### src/logic/fpfc_pkg.sv
// Constants, register map and state type for the fan PWM fault controller
package fpfc_pkg;

	// ==========================================================
	// Clock and timing
	localparam int CLOCK_HZ            = 20_000_000;
	localparam int CLOCK_PERIOD_NS     = 50;
	localparam int PWM_FREQ_HZ         = 30;
	localparam int RAMP_STEPS          = 128;
	localparam int DEFAULT_STEP_CYCLES = CLOCK_HZ / (PWM_FREQ_HZ * RAMP_STEPS);
	localparam int PRE_W               = 13;
	localparam int BLANK_TIME_NS       = 20_000;
	localparam int BLANK_CYCLES        = (BLANK_TIME_NS + CLOCK_PERIOD_NS - 1) / CLOCK_PERIOD_NS;
	localparam int BLANK_W             = 9;

	// ==========================================================
	// Level codes
	localparam int             LEVEL_W              = 8;
	localparam logic [7:0]     RAMP_FLOOR_LEVEL     = 8'h40;
	localparam logic [7:0]     RAMP_CEILING_LEVEL   = 8'hBF;
	localparam logic [7:0]     OVERTEMP_THRESHOLD   = 8'hC1;
	localparam logic [7:0]     OVERTEMP_HYSTERESIS  = 8'h07;
	localparam logic [7:0]     OVERTEMP_RELEASE     = OVERTEMP_THRESHOLD - OVERTEMP_HYSTERESIS;
	localparam logic [7:0]     SHUTDOWN_THRESHOLD   = 8'h08;
	localparam logic [7:0]     RELEASE_THRESHOLD    = 8'h10;
	localparam logic [7:0]     TEMP_RESET           = 8'h40;
	localparam logic [7:0]     MIN_RESET            = 8'h40;

	// ==========================================================
	// PWM cycle counts
	localparam int             CYC_W          = 5;
	localparam logic [4:0]     MISS_LAST      = 5'h1F;
	localparam logic [4:0]     DIAG_LAST      = 5'h02;
	localparam logic [4:0]     START_LAST     = 5'h1F;
	localparam logic [4:0]     WIN_LAST       = 5'h1F;
	localparam logic [4:0]     RECOVER_LAST   = 5'h0F;

	// ==========================================================
	// Register map (byte addresses)
	localparam int             ADDR_W      = 4;
	localparam logic [3:0]     REG_LEVEL   = 4'h0;
	localparam logic [3:0]     REG_STATUS  = 4'h4;
	localparam logic [3:0]     REG_RAMP    = 4'h8;

	typedef enum logic [2:0] {
		ST_SHUTDOWN,
		ST_STARTUP,
		ST_RUN,
		ST_DIAG,
		ST_FAULT
	} fpfc_state_e;

endpackage

### src/logic/fpfc_controller.sv
// Fan PWM controller with shutdown, over-temperature and missing-pulse fault sequencer
// ==========================================================
// Summary of operation
// - duty follows larger of temperature, minimum level
// - level compared with ramp, floor 0%, ceiling 100%
// - sawtooth ramp period is one PWM cycle
// - drive spans off to on, low in shutdown
// - low minimum level shuts down, fault inactive
// - release above threshold reruns start-up window
// - fault asserted at over-temperature threshold
// - over-temperature clears below threshold minus hysteresis
// - 32 pulse-free cycles start 3-cycle diagnostic
// - pulse in diagnostic returns to PWM
// - quiet diagnostic runs 32-cycle start-up window
// - start-up pulse resumes PWM, else fan fault
// - fan fault holds fault low, drive high
// - 16 pulses in 32 cycles clears fault
// - shutdown during fault releases fault, drive low
// - fault forces full drive; recovery follows larger of temperature, minimum
// - power-up drives high 32 cycles watching pulses
// - each pulse restarts missing-pulse counter
// - blanking and first pulse after turn-on ignored
module fpfc_controller
	import fpfc_pkg::*;
#(
	parameter int STEP_CYCLES = DEFAULT_STEP_CYCLES
) (
	// Clock and reset
	input  wire logic                clock,
	input  wire logic                rst_n,
	// Avalon-MM slave
	input  wire logic [ADDR_W-1:0]   address,
	input  wire logic                read,
	input  wire logic                write,
	input  wire logic [31:0]         writedata,
	input  wire logic [3:0]          byteenable,
	output logic [31:0]              readdata,
	output logic                     waitrequest,
	// Fan pins
	input  wire logic                sense,
	output logic                     drive_q,
	// Open-drain fault pin
	input  wire logic                fault_in,
	output logic                     fault_out,
	output logic                     fault_oe
);

	// ==========================================================
	// Bus slave
	logic                ack_q;
	logic [LEVEL_W-1:0]  temp_q;
	logic [LEVEL_W-1:0]  min_q;
	logic                shut_q;
	logic                overtemp_q;
	logic [31:0]         level_word;
	logic [31:0]         status_word;
	logic [31:0]         ramp_word;
	logic [31:0]         rd_word;
	wire                 req_w;
	wire                 wr_level_w;
	fpfc_state_e         st_q;
	fpfc_state_e         st_d;
	logic [LEVEL_W-1:0]  ramp_q;
	logic                period_end;
	logic                pulse;

	assign req_w       = read | write;
	assign waitrequest = req_w & ~ack_q;
	assign wr_level_w  = write & ack_q & (address == REG_LEVEL);
	assign level_word  = {16'h0000, min_q, temp_q};
	assign status_word = {21'h000000, st_q, 3'h0, fault_in, shut_q, overtemp_q, fault_oe, drive_q};
	assign ramp_word   = {24'h000000, ramp_q};
	assign rd_word     = (address == REG_LEVEL)  ? level_word :
	                     (address == REG_STATUS) ? status_word :
	                     (address == REG_RAMP)   ? ramp_word : 32'h00000000;

	always_ff @(posedge clock) begin
		if (!rst_n) begin
			ack_q    <= 1'b0;
			readdata <= 32'h00000000;
			temp_q   <= TEMP_RESET;
			min_q    <= MIN_RESET;
		end else begin
			ack_q <= req_w & ~ack_q;
			if (read && !ack_q) begin
				readdata <= rd_word;
			end
			if (wr_level_w && byteenable[0]) begin
				temp_q <= writedata[LEVEL_W-1:0];
			end
			if (wr_level_w && byteenable[1]) begin
				min_q <= writedata[2*LEVEL_W-1:LEVEL_W];
			end
		end
	end

	// ==========================================================
	// Ramp, sense and duty compare
	fpfc_ramp #(
		.STEP_CYCLES (STEP_CYCLES)
	) u_ramp (
		.clock      (clock),
		.rst_n      (rst_n),
		.ramp_q     (ramp_q),
		.period_end (period_end)
	);

	fpfc_sense u_sense (
		.clock   (clock),
		.rst_n   (rst_n),
		.sense   (sense),
		.drive   (drive_q),
		.pulse_q (pulse)
	);

	wire [LEVEL_W-1:0] level_sel_w;
	wire               pwm_on_w;
	wire               drive_d;
	wire               fault_d;

	assign level_sel_w = (temp_q > min_q) ? temp_q : min_q;
	assign pwm_on_w    = (level_sel_w > ramp_q) | (level_sel_w >= RAMP_CEILING_LEVEL);
	// Continuous drive outside PWM; low whenever shut down
	assign drive_d     = ~shut_q & ((st_q == ST_RUN) ? pwm_on_w : (st_q != ST_SHUTDOWN));
	assign fault_d     = ~shut_q & ((st_q == ST_FAULT) | overtemp_q);
	assign fault_out   = 1'b0;

	// ==========================================================
	// Shutdown and over-temperature levels
	always_ff @(posedge clock) begin
		if (!rst_n) begin
			shut_q     <= 1'b0;
			overtemp_q <= 1'b0;
		end else begin
			if (min_q < SHUTDOWN_THRESHOLD) begin
				shut_q <= 1'b1;
			end else if (min_q > RELEASE_THRESHOLD) begin
				shut_q <= 1'b0;
			end
			if (temp_q >= OVERTEMP_THRESHOLD) begin
				overtemp_q <= 1'b1;
			end else if (temp_q < OVERTEMP_RELEASE) begin
				overtemp_q <= 1'b0;
			end
		end
	end

	// ==========================================================
	// Fault sequencer
	logic [CYC_W-1:0] cyc_q;
	logic [CYC_W-1:0] cyc_d;
	logic [CYC_W-1:0] miss_q;
	logic [CYC_W-1:0] miss_d;
	logic [CYC_W-1:0] pcnt_q;
	logic [CYC_W-1:0] pcnt_d;

	always_comb begin
		st_d   = st_q;
		cyc_d  = cyc_q;
		miss_d = miss_q;
		pcnt_d = pcnt_q;
		if (shut_q) begin
			st_d  = ST_SHUTDOWN;
			cyc_d = '0;
		end else begin
			unique case (st_q)
				ST_SHUTDOWN: begin
					// Wait for a ramp boundary so the window holds 32 whole cycles
					if (period_end) begin
						st_d  = ST_STARTUP;
						cyc_d = '0;
					end
				end
				ST_STARTUP: begin
					if (pulse) begin
						st_d   = ST_RUN;
						miss_d = '0;
					end else if (period_end) begin
						if (cyc_q == START_LAST) begin
							st_d   = ST_FAULT;
							cyc_d  = '0;
							pcnt_d = '0;
						end else begin
							cyc_d = cyc_q + 1'b1;
						end
					end
				end
				ST_RUN: begin
					if (pulse) begin
						miss_d = '0;
					end else if (period_end) begin
						if (miss_q == MISS_LAST) begin
							st_d  = ST_DIAG;
							cyc_d = '0;
						end else begin
							miss_d = miss_q + 1'b1;
						end
					end
				end
				ST_DIAG: begin
					if (pulse) begin
						st_d   = ST_RUN;
						miss_d = '0;
					end else if (period_end) begin
						if (cyc_q == DIAG_LAST) begin
							st_d  = ST_STARTUP;
							cyc_d = '0;
						end else begin
							cyc_d = cyc_q + 1'b1;
						end
					end
				end
				ST_FAULT: begin
					if (pulse && pcnt_q == RECOVER_LAST) begin
						st_d   = ST_RUN;
						miss_d = '0;
					end else begin
						if (pulse) begin
							pcnt_d = pcnt_q + 1'b1;
						end
						if (period_end) begin
							cyc_d = cyc_q + 1'b1;
							if (cyc_q == WIN_LAST) begin
								// Window over: recount from the next pulse
								cyc_d  = '0;
								pcnt_d = '0;
							end
						end
					end
				end
			endcase
		end
	end

	always_ff @(posedge clock) begin
		if (!rst_n) begin
			st_q     <= ST_STARTUP;
			cyc_q    <= '0;
			miss_q   <= '0;
			pcnt_q   <= '0;
			drive_q  <= 1'b0;
			fault_oe <= 1'b0;
		end else begin
			st_q     <= st_d;
			cyc_q    <= cyc_d;
			miss_q   <= miss_d;
			pcnt_q   <= pcnt_d;
			drive_q  <= drive_d;
			fault_oe <= fault_d;
		end
	end
endmodule

### src/logic/fpfc_ramp.sv
// Sawtooth ramp counter that defines one PWM cycle
module fpfc_ramp
	import fpfc_pkg::*;
#(
	parameter int STEP_CYCLES = DEFAULT_STEP_CYCLES
) (
	// Clock and reset
	input  wire logic               clock,
	input  wire logic               rst_n,
	// Ramp
	output logic [LEVEL_W-1:0]      ramp_q,
	output logic                    period_end
);

	logic [PRE_W-1:0] pre_q;
	wire              step_w;
	wire              top_w;

	assign step_w     = pre_q == PRE_W'(STEP_CYCLES - 1);
	assign top_w      = ramp_q == RAMP_CEILING_LEVEL;
	assign period_end = step_w & top_w;

	always_ff @(posedge clock) begin
		if (!rst_n) begin
			pre_q  <= '0;
			ramp_q <= RAMP_FLOOR_LEVEL;
		end else begin
			pre_q <= step_w ? '0 : pre_q + 1'b1;
			if (step_w) begin
				ramp_q <= top_w ? RAMP_FLOOR_LEVEL : ramp_q + 1'b1;
			end
		end
	end
endmodule

### src/logic/fpfc_sense.sv
// Fan pulse synchroniser, edge detector and turn-on blanker
module fpfc_sense
	import fpfc_pkg::*;
(
	// Clock and reset
	input  wire logic clock,
	input  wire logic rst_n,
	// Pins
	input  wire logic sense,
	input  wire logic drive,
	// Qualified pulse
	output logic      pulse_q
);

	logic               sync1_q;
	logic               sync2_q;
	logic               prev_q;
	logic               drive_prev_q;
	logic               first_q;
	logic [BLANK_W-1:0] blank_q;
	wire                rise_w;
	wire                turn_on_w;
	wire                open_w;

	assign rise_w    = sync2_q & ~prev_q;
	assign turn_on_w = drive & ~drive_prev_q;
	assign open_w    = (blank_q == '0) & ~turn_on_w;

	always_ff @(posedge clock) begin
		if (!rst_n) begin
			sync1_q      <= 1'b0;
			sync2_q      <= 1'b0;
			prev_q       <= 1'b0;
			drive_prev_q <= 1'b0;
			first_q      <= 1'b1;
			blank_q      <= '0;
			pulse_q      <= 1'b0;
		end else begin
			sync1_q      <= sense;
			sync2_q      <= sync1_q;
			prev_q       <= sync2_q;
			drive_prev_q <= drive;
			if (turn_on_w) begin
				blank_q <= BLANK_W'(BLANK_CYCLES);
				first_q <= 1'b1;
			end else begin
				if (blank_q != '0) begin
					blank_q <= blank_q - 1'b1;
				end
				if (rise_w && open_w) begin
					first_q <= 1'b0;
				end
			end
			pulse_q <= rise_w & open_w & ~first_q;
		end
	end
endmodule

### config.mk
export PLATFORM = sky130hd
export DESIGN_NAME = fpfc_controller
export DESIGN_NICKNAME = d
export VERILOG_FILES = /design/src/logic/fpfc_pkg.sv /design/src/logic/fpfc_controller.sv /design/src/logic/fpfc_ramp.sv /design/src/logic/fpfc_sense.sv
export SDC_FILE = /design/constraint.sdc
export NUM_CORES = 1
export LEC_CHECK = 0
export BUFFER_PORTS_ARGS = -buffer_cell sky130_fd_sc_hd__buf_2
export CAP_MARGIN = 25
export CORE_MARGIN = 2
export CORE_UTILIZATION = 30
export DETAILED_ROUTE_END_ITERATION = 8
export PLACE_DENSITY = 0.53
export SLEW_MARGIN = 20
export SYNTH_ARGS = -nofsm -noshare
export SYNTH_HDL_FRONTEND = slang
export SYNTH_HIERARCHICAL = 1
export SYNTH_SLANG_ARGS = --single-unit
### constraint.sdc
create_clock -name clock -period 5.5 [get_ports clock]
set_clock_uncertainty 0.15 [all_clocks]
set_input_delay 0.275 -clock clock [delete_from_list [all_inputs] [get_ports clock]]
set_output_delay 0.275 -clock clock [all_outputs]
set_load 0.005 [all_outputs]
==> results by group, run 1 <==
Status
  • Status: completed

Yosys
  • Top_reg_cell synth: dfxtp_1
  • Async SR Flop Fraction: 0
  • Seq/Total Area, Yosys: 0.3577
  • Register bit total from synthesis: 91
  • Avg Synthesized Cell Area: 8.934 sq um
  • Distinct cells, synth: 80
  • Synth Cell Area: 5092 sq um
  • Warnings from Yosys: 6
  • Mapped Cells: 570
  • Post-synth EDFFs: 0

Placement
  • Placed Cells: 817
  • Setup WS pre-CTS: 1.995 ns
  • IO buf count: 46
  • GP Congestion: 0.8188
  • Cell Area, Placed: 5453 sq um
  • Post-DP HPWL: 8798 um

Floorplanning
  • Initial cell density of the core: 0.3071
  • # IOs: 82
  • Die area: 18030 sq um
  • Row count: 47
  • Die Wd: 134.3 um
  • Core Area: 16580 sq um
  • Die Ht: 134.3 um

STA
  • Setup WS post-layout: 1.957 ns
  • Final hold vios: 0
  • Fin crit period: 3.543 ns
  • Sum Neg Setup Slack: 0 ns
  • Worst Tran Pin Value: 0.9962 ns
  • F_max: 282.3 MHz
  • Unrepaired setup endpoints after global routing: no
  • Max-Slew Margin vs Limit: 0.3359
  • Final Slew Violations: 0
  • Hold_ws: 0.03604 ns
  • Final setup violation count: 0
  • Crit share post-route: 0.6442

Critical path
  • Critical Path Slowest Stage Cell: dfxtp_1
  • Max FO, Critical Path: 6
  • Critical path, cell by cell: inv_1 -> ha_1 -> nor2b_1 -> o211ai_1 -> a21oi_1 -> o31ai_2 -> mux2_2 -> ha_1 -> a21o_1 -> a21oi_1 -> a32oi_1 -> o311ai_0 -> o211ai_1
  • Number of buffers and inverters on the critical path: 1
  • CP delay by family, top: compound AO/OA/AOI/OAI gates
  • CP endpoint kind: flip-flop
  • Setup crit start kind: flip-flop
  • Reg2reg setup slack: 1.96 ns
  • Critical Path RT: 5.57 ns
  • Worst reg2reg path depth: 13
  • Crit path kind: reg -> reg
  • Reg2reg end: drive_q$_SDFF_PN0_
  • Crit path largest cell delay: 0.42 ns
  • Critical Path AT: 3.61 ns
  • Worst reg2reg startpoint: min_q[1]$_SDFFE_PN0P_

Job
  • Max_cap viols: 0

Clock network
  • Htree depth: 3
  • Worst skew pair latency: 0.35 ns
  • Num CTS Buffers: 9
  • Clock Tree Buf Depth: 2
  • Post-CTS sizing: 0
  • # clock sinks: 91
  • Clk slew on worst S/H paths: 0.07 ns
  • Root buf cell: clkbuf_16
  • CTS tree: yes

Finish
  • Antenna Cells: 0
  • Fraction of layout cells with a size suffix above 1: 0.1593
  • Fin nets: 684
  • Util after Layout: 0.3502
  • Area growth from synthesis to layout: 14.03%
  • # fillers: 1719
  • Layout Cells excl Fill: 835
  • Final instance area: 5807 sq um

Drt
  • Vias: 4086
  • Number of nets with antenna violations after routing: 0
  • Pre-antenna DRT Iters: 4
  • DR iter-0 viols: 183
  • Via-to-Cell Ratio: 4.893
  • Drt drc: 0
  • Post-DR wirelength/cell: 14.09 um
  • Overall routed net length: 11760 um

Power and ir drop
  • Worst vdd ir: 0.0001782 V
  • PwrDens: 315.5 nW/um^2
  • Design Power: 1.832 mW
  • Lkg Pwr: 2.346 nW

GRT
  • GR Overflow Total: 0
  • Largest net degree at the start of global routing: 41
  • Number of global-route vias before repair: 4103
  • Initial antenna violation count: 1
  • Tot GR Track Use: 0.1376
  • Global-route wire length before repair: 19950 um

Hold path
  • Hold depth: 3
  • Worst Hold Path EP: temp_q[0]$_SDFFE_PN0P_
  • Hold Crit Start: writedata[0]
  • Worst hold path class: in -> reg
## synthesized netlist by cell type (all sizes together) (3+ instances only)
cell,number,area share
nor2b,39,0.048
xnor2,14,0.024
nand4,7,0.0086
xor2,8,0.014
o21a,3,0.0059
nor4,9,0.015
a21boi,6,0.0088
o211ai,4,0.0059
clkbuf,13,0.0096
nand2b,12,0.015
nor2,42,0.031
a31oi,4,0.0049
a22oi,10,0.015
o22ai,3,0.0037
or3b,3,0.0057
inv,25,0.018
or3,7,0.0098
o31ai,5,0.0084
a211oi,7,0.011
nor3b,3,0.0054
nor3,16,0.017
or2,3,0.0037
nand2,35,0.027
nand3,18,0.019
and3,8,0.010
mux2,8,0.018
a21o,6,0.0088
a21oi,24,0.024
buf,23,0.032
and2,7,0.0086
nand3b,5,0.0074
mux2i,34,0.067
o21ai,15,0.015
dfxtp,91,0.36
ha,27,0.066
## registers in the layout, summed over array words and instances, names as in the netlist, 3 cells and up
name,count
temp_q,8
min_q,8
st_q,3
pcnt_q,5
readdata,16
cyc_q,5
u_ramp/pre_q,13
miss_q,5
u_sense/blank_q,9
u_ramp/ramp_q,8
## cell families (layout without fill, tap and decap cells)
logic type,Yosys count,count (layout),synth area share
muxes,42,42,0.08452
adders and majority gates,27,27,0.06634
buffers and inverters,61,90,0.06020
xor gates and xnor gates,22,22,0.03784
and+or+nand+nor,225,225,0.2550
AOI/OAI and AO/OA,101,101,0.1376
DFF,91,91,0.3577
other,1,17,0.0007364
## worst max-delay path by stage
stage | end | depth (start not counted) | start
3_3_place_gp | drive_q$_SDFF_PN0_ | 13 | min_q[1]$_SDFFE_PN0P_
5_1_grt | drive_q$_SDFF_PN0_ | 13 | min_q[1]$_SDFFE_PN0P_
2_1_floorplan | drive_q$_SDFF_PN0_ | 13 | min_q[1]$_SDFFE_PN0P_
4_1_cts | drive_q$_SDFF_PN0_ | 13 | min_q[1]$_SDFFE_PN0P_
3_5_place_dp | drive_q$_SDFF_PN0_ | 13 | min_q[1]$_SDFFE_PN0P_
6_report | drive_q$_SDFF_PN0_ | 13 | min_q[1]$_SDFFE_PN0P_
## what timing repair did
action,CTS,global route
setup buffers,0,0
hold buffers,3,0
endpoints found under the hold margin,3,0
## per-layer routing
| layer | global-route usage | wire, um |
|---|---|---|
| met3 | 0.03704 | 591 |
| met2 | 0.2137 | 5124 |
| met1 | 0.1782 | 5724 |
| met4 | 0.06257 | 306 |
| met5 | 0 | 16 |
## power breakdown
group | switching [mW] | internal [mW]
Sequential | 0.0713 | 0.707
Combinational | 0.200 | 0.183
Clock | 0.261 | 0.411
## area by class of cell
| cell class | count | area [sq um] | share of cell area |
|---|---|---|---|
| multi-input cells | 434 | 3024 | 0.5208 |
| flip-flops and latches | 91 | 1822 | 0.3137 |
| well taps | 220 | 275.3 | 0.04740 |
| repair buffers | 50 | 267.8 | 0.04611 |
| clock buffers | 10 | 239.0 | 0.04115 |
| inverters | 25 | 93.84 | 0.01616 |
| clock inverters | 5 | 85.08 | 0.01465 |
## cells in the final DEF (no fill, tap or decap), types with 4 or more instances in the layout
master | synthesis | layout
a211oi_1 | 6 | 6
ha_1 | 27 | 27
o211ai_1 | 4 | 4
a31oi_1 | 4 | 4
nand3_1 | 17 | 17
nor2b_1 | 39 | 39
or3_1 | 5 | 5
nand4_1 | 7 | 7
mux2_2 | 8 | 8
clkbuf_16 | 0 | 9
a21o_1 | 6 | 6
a21oi_1 | 23 | 23
nand3b_1 | 5 | 5
xnor2_1 | 14 | 14
conb_1 | 1 | 17
xor2_1 | 8 | 8
and2_1 | 7 | 7
nand2_1 | 33 | 33
a21boi_1 | 4 | 4
nor2_1 | 41 | 41
mux2i_1 | 34 | 34
nor4_1 | 7 | 7
a22oi_1 | 10 | 10
nor3_1 | 15 | 15
and3_1 | 7 | 7
nand2b_1 | 12 | 12
buf_2 | 5 | 46
dfxtp_1 | 91 | 91
o21ai_0 | 13 | 13
inv_1 | 25 | 25
o31ai_1 | 4 | 4
## tightest hold or removal path, delay by kind of cell
| family | cells | cell delay, ns |
|---|---|---|
| simple gates | 1 | 0.09 |
| buf+inv | 1 | 0.07 |
| mux | 1 | 0.05 |
Power figures use the tool's default switching activity.
==> inputs of run 2 (changes only) <==
--- a/config.mk
+++ b/config.mk
@@ -10,7 +10,7 @@
 export CORE_MARGIN = 2
 export CORE_UTILIZATION = 30
 export DETAILED_ROUTE_END_ITERATION = 8
-export PLACE_DENSITY = 0.53
+export PLACE_DENSITY = 0.54
 export SLEW_MARGIN = 20
 export SYNTH_ARGS = -nofsm -noshare
 export SYNTH_HDL_FRONTEND = slang
==> constraint.sdc (replaced) <==
create_clock -name clock -period 3.1 [get_ports clock]
set_clock_uncertainty 0.15 [all_clocks]
set_input_delay 0.155 -clock clock [delete_from_list [all_inputs] [get_ports clock]]
set_output_delay 0.155 -clock clock [all_outputs]
set_load 0.005 [all_outputs]
==> results by group, run 2 (synthesis results as in run 1) <==
Status
  • Status: completed

Drt
  • Vias: 4262
  • Post-DR wirelength/cell: 14.11 um
  • Overall routed net length: 12350 um
  • Via-to-Cell Ratio: 4.871
  • Drt drc: 0
  • Number of nets with antenna violations after routing: 0
  • DR iter-0 viols: 264
  • Pre-antenna DRT Iters: 5

Floorplanning
  • # IOs: 82
  • Core Area: 16580 sq um
  • Row count: 47
  • Die Ht: 134.3 um
  • Die Wd: 134.3 um
  • Initial cell density of the core: 0.3071
  • Die area: 18030 sq um

Finish
  • Fin nets: 723
  • Largest register by flop count: readdata
  • Util after Layout: 0.3728
  • Area growth from synthesis to layout: 21.40%
  • Commonest non-fill, non-tap cell in the layout: dfxtp_1
  • Biggest regs: readdata x16, u_ramp/pre_q x13, u_sense/blank_q x9
  • # fillers: 1696
  • Most frequent cells in the layout: 89 x dfxtp_1, 46 x buf_2, 40 x nor2_1, 38 x nor2b_1, 34 x mux2i_1
  • Antenna Cells: 0
  • Largest register FFs: 16
  • Fraction of layout cells with a size suffix above 1: 0.2046

STA
  • Hold_ws: 0.03626 ns
  • Worst Tran Pin Value: 0.7100 ns
  • Setup WS post-layout: 0.08009 ns
  • F_max: 331.1 MHz
  • Sum Neg Setup Slack: 0 ns
  • Max-Slew Margin vs Limit: 0.5260
  • Final Slew Violations: 0
  • Final setup violation count: 0
  • Fin crit period: 3.020 ns
  • Final hold vios: 0
  • Unrepaired setup endpoints after global routing: yes
  • Crit share post-route: 0.9742

GRT
  • Initial antenna violation count: 0
  • Tot GR Track Use: 0.1422
  • GR Overflow Total: 0
  • Number of global-route vias before repair: 4065
  • Largest net degree at the start of global routing: 28
  • Global-route wire length before repair: 20490 um

Critical path
  • Critical Path RT: 3.18 ns
  • CP endpoint kind: flip-flop
  • Reg2reg end: drive_q$_SDFF_PN0_
  • Reg2reg setup slack: 0.08 ns
  • Critical Path Slowest Stage Cell: dfxtp_2
  • Worst reg2reg path depth: 14
  • Crit path kind: reg -> reg
  • Critical path, cell by cell: inv_2 -> ha_4 -> nor2b_4 -> o211ai_1 -> a21oi_2 -> o31ai_2 -> buf_4 -> mux2_4 -> ha_4 -> nand3_4 -> nor2_2 -> a32oi_1 -> o311ai_1 -> o211ai_1
  • Worst reg2reg startpoint: min_q[1]$_SDFFE_PN0P_
  • Max FO, Critical Path: 3
  • Crit path largest cell delay: 0.33 ns
  • Critical Path AT: 3.10 ns
  • Setup crit start kind: flip-flop

Power and ir drop
  • Lkg Pwr: 2.553 nW
  • Worst vdd ir: 0.0002960 V
  • PwrDens: 501.6 nW/um^2
  • Design Power: 3.101 mW

Hold path
  • Hold Crit Start: read
  • Hold depth: 4
  • Worst Hold Path EP: ack_q$_SDFF_PN0_
  • Worst hold path class: in -> reg

Placement
  • IO buf count: 46
  • GP Congestion: 0.8268
  • Setup WS pre-CTS: 0.03145 ns
  • Post-DP HPWL: 9186 um

Clock network
  • Htree depth: 3
  • Clk slew on worst S/H paths: 0.07 ns
  • Clock Tree Buf Depth: 2
  • CTS tree: yes
  • Root buf cell: clkbuf_16
  • Num CTS Buffers: 9
  • Worst skew pair latency: 0.35 ns
  • # clock sinks: 91

Job
  • Max_cap viols: 0
run 2: power breakdown:
group	total, mW	switching, mW	leakage (nW)	internal, mW
clock network	1.01	0.461	0.120	0.548
registers	1.38	0.128	0.739	1.25
logic	0.710	0.360	1.69	0.350
run 2: what timing repair did:
item | in CTS | in global routing
gates resized for setup | 0 | 20
hold buffers | 17 | 0
buffers inserted | 0 | 1
setup endpoints to repair | 0 | 3
endpoints found under the hold margin | 17 | 0
run 2: how the worst max path moves through the flow:
stage	from	endpoint	slack (ns)	cells after the start
2_1_floorplan	min_q[1]$_SDFFE_PN0P_	drive_q$_SDFF_PN0_	0.03	13
3_3_place_gp	min_q[1]$_SDFFE_PN0P_	drive_q$_SDFF_PN0_	0.05	13
3_5_place_dp	min_q[1]$_SDFFE_PN0P_	drive_q$_SDFF_PN0_	0.03	13
4_1_cts	min_q[1]$_SDFFE_PN0P_	drive_q$_SDFF_PN0_	0.02	13
5_1_grt	min_q[5]$_SDFFE_PN0P_	drive_q$_SDFF_PN0_	-0.07	13
6_report	min_q[1]$_SDFFE_PN0P_	drive_q$_SDFF_PN0_	0.08	14
run 2: layer usage:
metal	up-vias	part of all wire	GRT usage
met3	19	0.039	0.03779
li1	2148	-	-
met5	-	0	0
met1	2026	0.50	0.1966
met2	69	0.45	0.2163
met4	0	0.014	0.04327
run 2: area by class of cell:
type / instances / area (sq um) / share of cell area
multi-input combinational: 434 / 3129 / 0.5062
inverter: 25 / 93.84 / 0.01518
clock buffer: 13 / 240.2 / 0.03886
tap: 220 / 275.3 / 0.04453
timing repair buffer: 89 / 595.6 / 0.09634
clock inverter: 3 / 23.77 / 0.003845
sequential: 91 / 1824 / 0.2951
run 2: worst max-delay path, delay by kind of cell (launching register included):
kind	cells	cell delay, ns
AOI/OAI and AO/OA	6	1.09
adders and majority gates	2	0.48
buffers and inverters	2	0.24
DFF	1	0.33
muxes	1	0.32
and+or+nand+nor	3	0.30
run 2: through the flow:
stage	cells	instance area [sq um]
after floorplan	586	5154
after CTS	874	6068
final	875	6182
after global routing	875	6182
after detailed placement	841	5634
after global placement	841	5634
==> inputs of run 3 (changes only) <==
--- a/config.mk
+++ b/config.mk
@@ -10,9 +10,8 @@
 export CORE_MARGIN = 2
 export CORE_UTILIZATION = 30
 export DETAILED_ROUTE_END_ITERATION = 8
-export PLACE_DENSITY = 0.54
+export PLACE_DENSITY = 0.55
 export SLEW_MARGIN = 20
 export SYNTH_ARGS = -nofsm -noshare
 export SYNTH_HDL_FRONTEND = slang
-export SYNTH_HIERARCHICAL = 1
 export SYNTH_SLANG_ARGS = --single-unit
==> results by group, run 3 <==
Status
  • Status: completed

Yosys
  • Xor and xnor area share after synthesis: 0.04066
  • Post-synth EDFFs: 0
  • Top_reg_cell synth: dfxtp_1
  • Post-synth top cells: 91 x dfxtp_1, 54 x nand2_1, 43 x nor2_1
  • Distinct cells, synth: 57
  • Warnings from Yosys: 0
  • Multiplexer share of the synthesized area: 0.04444
  • Register bit total from synthesis: 91
  • Top-count cell post-synth: dfxtp_1
  • Largest area contributor in the netlist: dfxtp_1
  • Largest family of logic cells by synthesized area: simple AND/OR/NAND/NOR gates
  • Synth Cell Area: 4955 sq um
  • Post-synthesis compound-gate area fraction: 0.1538
  • Synth area leaders: dfxtp_1 37%, ha_1 6.6%, nand2_1 4.1%
  • Avg Synthesized Cell Area: 8.441 sq um
  • Synthesized-area fraction occupied by adder cells: 0.06566
  • Mapped Cells: 587
  • Async SR Flop Fraction: 0
  • Simple-gate share of the synthesized area: 0.2604
  • Post-synth top area share: 0.3677
  • Seq/Total Area, Yosys: 0.3677

GRT
  • Global-route wire length before repair: 20790 um
  • Tot GR Track Use: 0.1446
  • Largest net degree at the start of global routing: 28
  • GRT busiest layer: met2
  • Number of global-route vias before repair: 4273
  • GR Overflow Total: 0
  • GRT met1 Usage: 0.1865
  • Global-route met3 utilization: 0.02337
  • Grt met2 use: 0.2355
  • Initial antenna violation count: 0

Power and ir drop
  • PwrDens: 464.0 nW/um^2
  • Lkg Pwr: 2.438 nW
  • Worst vdd ir: 0.0002416 V

Clock network
  • # clock sinks: 91
  • Clk slew on worst S/H paths: 0.07 ns
  • Root buf cell: clkbuf_16
  • Htree depth: 3
  • Clock Tree Buf Depth: 2
  • Worst skew pair latency: 0.36 ns
  • CTS tree: yes
  • Num CTS Buffers: 9

Critical path
  • Setup crit start kind: flip-flop
  • Crit path largest cell delay: 0.35 ns
  • CP endpoint kind: flip-flop
  • Crit path kind: reg -> reg
  • Critical Path RT: 3.20 ns
  • Max FO, Critical Path: 10
  • Critical Path Slowest Stage Cell: mux2_2
  • CP delay by family, top: compound AO/OA/AOI/OAI gates
  • Total stage count of the critical path: 13
  • Number of buffers and inverters on the critical path: 2
  • Critical Path AT: 3.02 ns
  • Worst reg2reg path depth: 13
  • Critical path, cell by cell: inv_1 -> ha_1 -> nand4_1 -> or2_2 -> o21ai_1 -> buf_4 -> mux2_2 -> ha_1 -> a21o_1 -> a21oi_1 -> a21oi_1 -> o22ai_1 -> a31oi_1

STA
  • Final setup violation count: 0
  • F_max: 342.0 MHz
  • Final Slew Violations: 0
  • Worst Tran Pin Value: 0.8594 ns
  • Final hold vios: 0
  • Fin crit period: 2.924 ns
  • Max-Slew Margin vs Limit: 0.4270
  • Sum Neg Setup Slack: 0 ns
  • Crit share post-route: 0.9433
  • Unrepaired setup endpoints after global routing: no

Floorplanning
  • # IOs: 82
  • Row count: 46
  • Die area: 17560 sq um
  • Die Wd: 132.5 um
  • Core Area: 16000 sq um
  • Initial cell density of the core: 0.3097
  • Die Ht: 132.5 um

Hold path
  • Hold depth: 3
  • Worst hold path class: in -> reg

Finish
  • Commonest non-fill, non-tap cell in the layout: dfxtp_1
  • Largest register by flop count: readdata
  • Area growth from synthesis to layout: 22.15%
  • Biggest regs: readdata x16, u_ramp.pre_q x13, u_sense.blank_q x9
  • Most frequent cells in the layout: 91 x dfxtp_1, 54 x nand2_1, 46 x buf_2, 43 x nor2_1, 35 x nand3_1
  • Fin nets: 740
  • Final instance area: 6052 sq um
  • # fillers: 1669
  • Largest register FFs: 16
  • Fraction of layout cells with a size suffix above 1: 0.1649
  • Antenna Cells: 0

Placement
  • IO buf count: 46
  • Cell Area, Placed: 5487 sq um
  • Post-DP HPWL: 9064 um
  • GP Congestion: 0.8581

Drt
  • Pre-antenna DRT Iters: 4
  • Via-to-Cell Ratio: 4.877
  • Overall routed net length: 12270 um
  • DR iter-0 viols: 229
  • Vias: 4336
  • Post-DR wirelength/cell: 13.80 um
  • Drt drc: 0
  • Number of nets with antenna violations after routing: 0

Job
  • Max_cap viols: 0
## run 3: cell count changes after synthesis, moves of 5 or more
cell      previous run  this run
nor2b_1             39        29
mux2i_1             34        13
nand2_1             33        54
clkbuf_1            13        25
nor3_1              15        10
o21ai_0             13        24
buf_2                5         0
nand3_1             17        35
a21boi_0             2        18
nand2b_1            12         6
## run 3: repair_timing
action | CTS | global route
endpoints found under the setup margin | 0 | 2
resized for setup | 0 | 1
hold endpoints to repair | 17 | 0
hold buffers | 25 | 0
setup buffers | 0 | 0
## run 3: path summary, 6_finish.rpt
check / start / end / slack [ns]
min reg2reg: u_ramp.pre_q[0]$_SDFF_PP0_ / u_ramp.pre_q[0]$_SDFF_PP0_ / 0.29
max: min_q[3]$_SDFFE_PN0P_ / drive_q$_SDFF_PN0_ / 0.18
min: byteenable[1] / min_q[1]$_SDFFE_PN0P_ / 0.01
max reg2reg: min_q[3]$_SDFFE_PN0P_ / drive_q$_SDFF_PN0_ / 0.18
## run 3: through the flow
stage	hold slack, ns	worst slack [ns]	util	cells	power (mW)
floorplan	0.1323	0.08682	-	603	1.602
global placement	0.2266	0.1878	0.3429	848	1.653
detailed placement	0.2297	0.1551	0.3429	848	1.666
CTS	0.003660	0.1321	0.3780	889	2.843
global route	0.03964	0.01465	0.3782	889	2.940
finish	0.01163	0.1759	0.3782	889	2.808
## run 3: kinds of logic (layout without fill, tap and decap cells)
group                    after synthesis  in the layout
AO/OA/AOI/OAI                        113            113
XOR/XNOR                              23             23
adder cells (fa/ha/maj)               26             26
buffers and inverters                 69            139
flip-flops                            91             91
multiplexers                          21             21
other                                  1             17
AND/OR/NAND/NOR                      243            243
## run 3: area by class of cell
class	count	area [sq um]	area share
Sequential cell	91	1822	0.3010
Clock inverter	5	58.81	0.009717
Clock buffer	11	252.7	0.04176
Multi-Input combinational cell	443	2872	0.4745
Tap cell	216	270.3	0.04466
Timing Repair Buffer	98	683.2	0.1129
Inverter	25	93.84	0.01551
## run 3: power by group
| part | switching [mW] | total (mW) | internal [mW] |
|---|---|---|---|
| Combinational | 0.201 | 0.380 | 0.179 |
| Clock | 0.481 | 1.15 | 0.670 |
| Sequential | 0.0485 | 1.28 | 1.23 |
## run 3: per-layer routing
metal	vias to the layer above	routed length (um)
met4	0	316
li1	2192	-
met1	2037	5860
met3	20	416
met2	87	5674
met5	-	0
## run 3: worst register-to-register path, stage by stage (launching register included)
cell and delay [ns]:
dfxtp_1 0.34, inv_1 0.08, ha_1 0.32, nand4_1 0.09, or2_2 0.27, o21ai_1 0.08
buf_4 0.20, mux2_2 0.35, ha_1 0.29, a21o_1 0.16, a21oi_1 0.16, a21oi_1 0.10
o22ai_1 0.14, a31oi_1 0.09
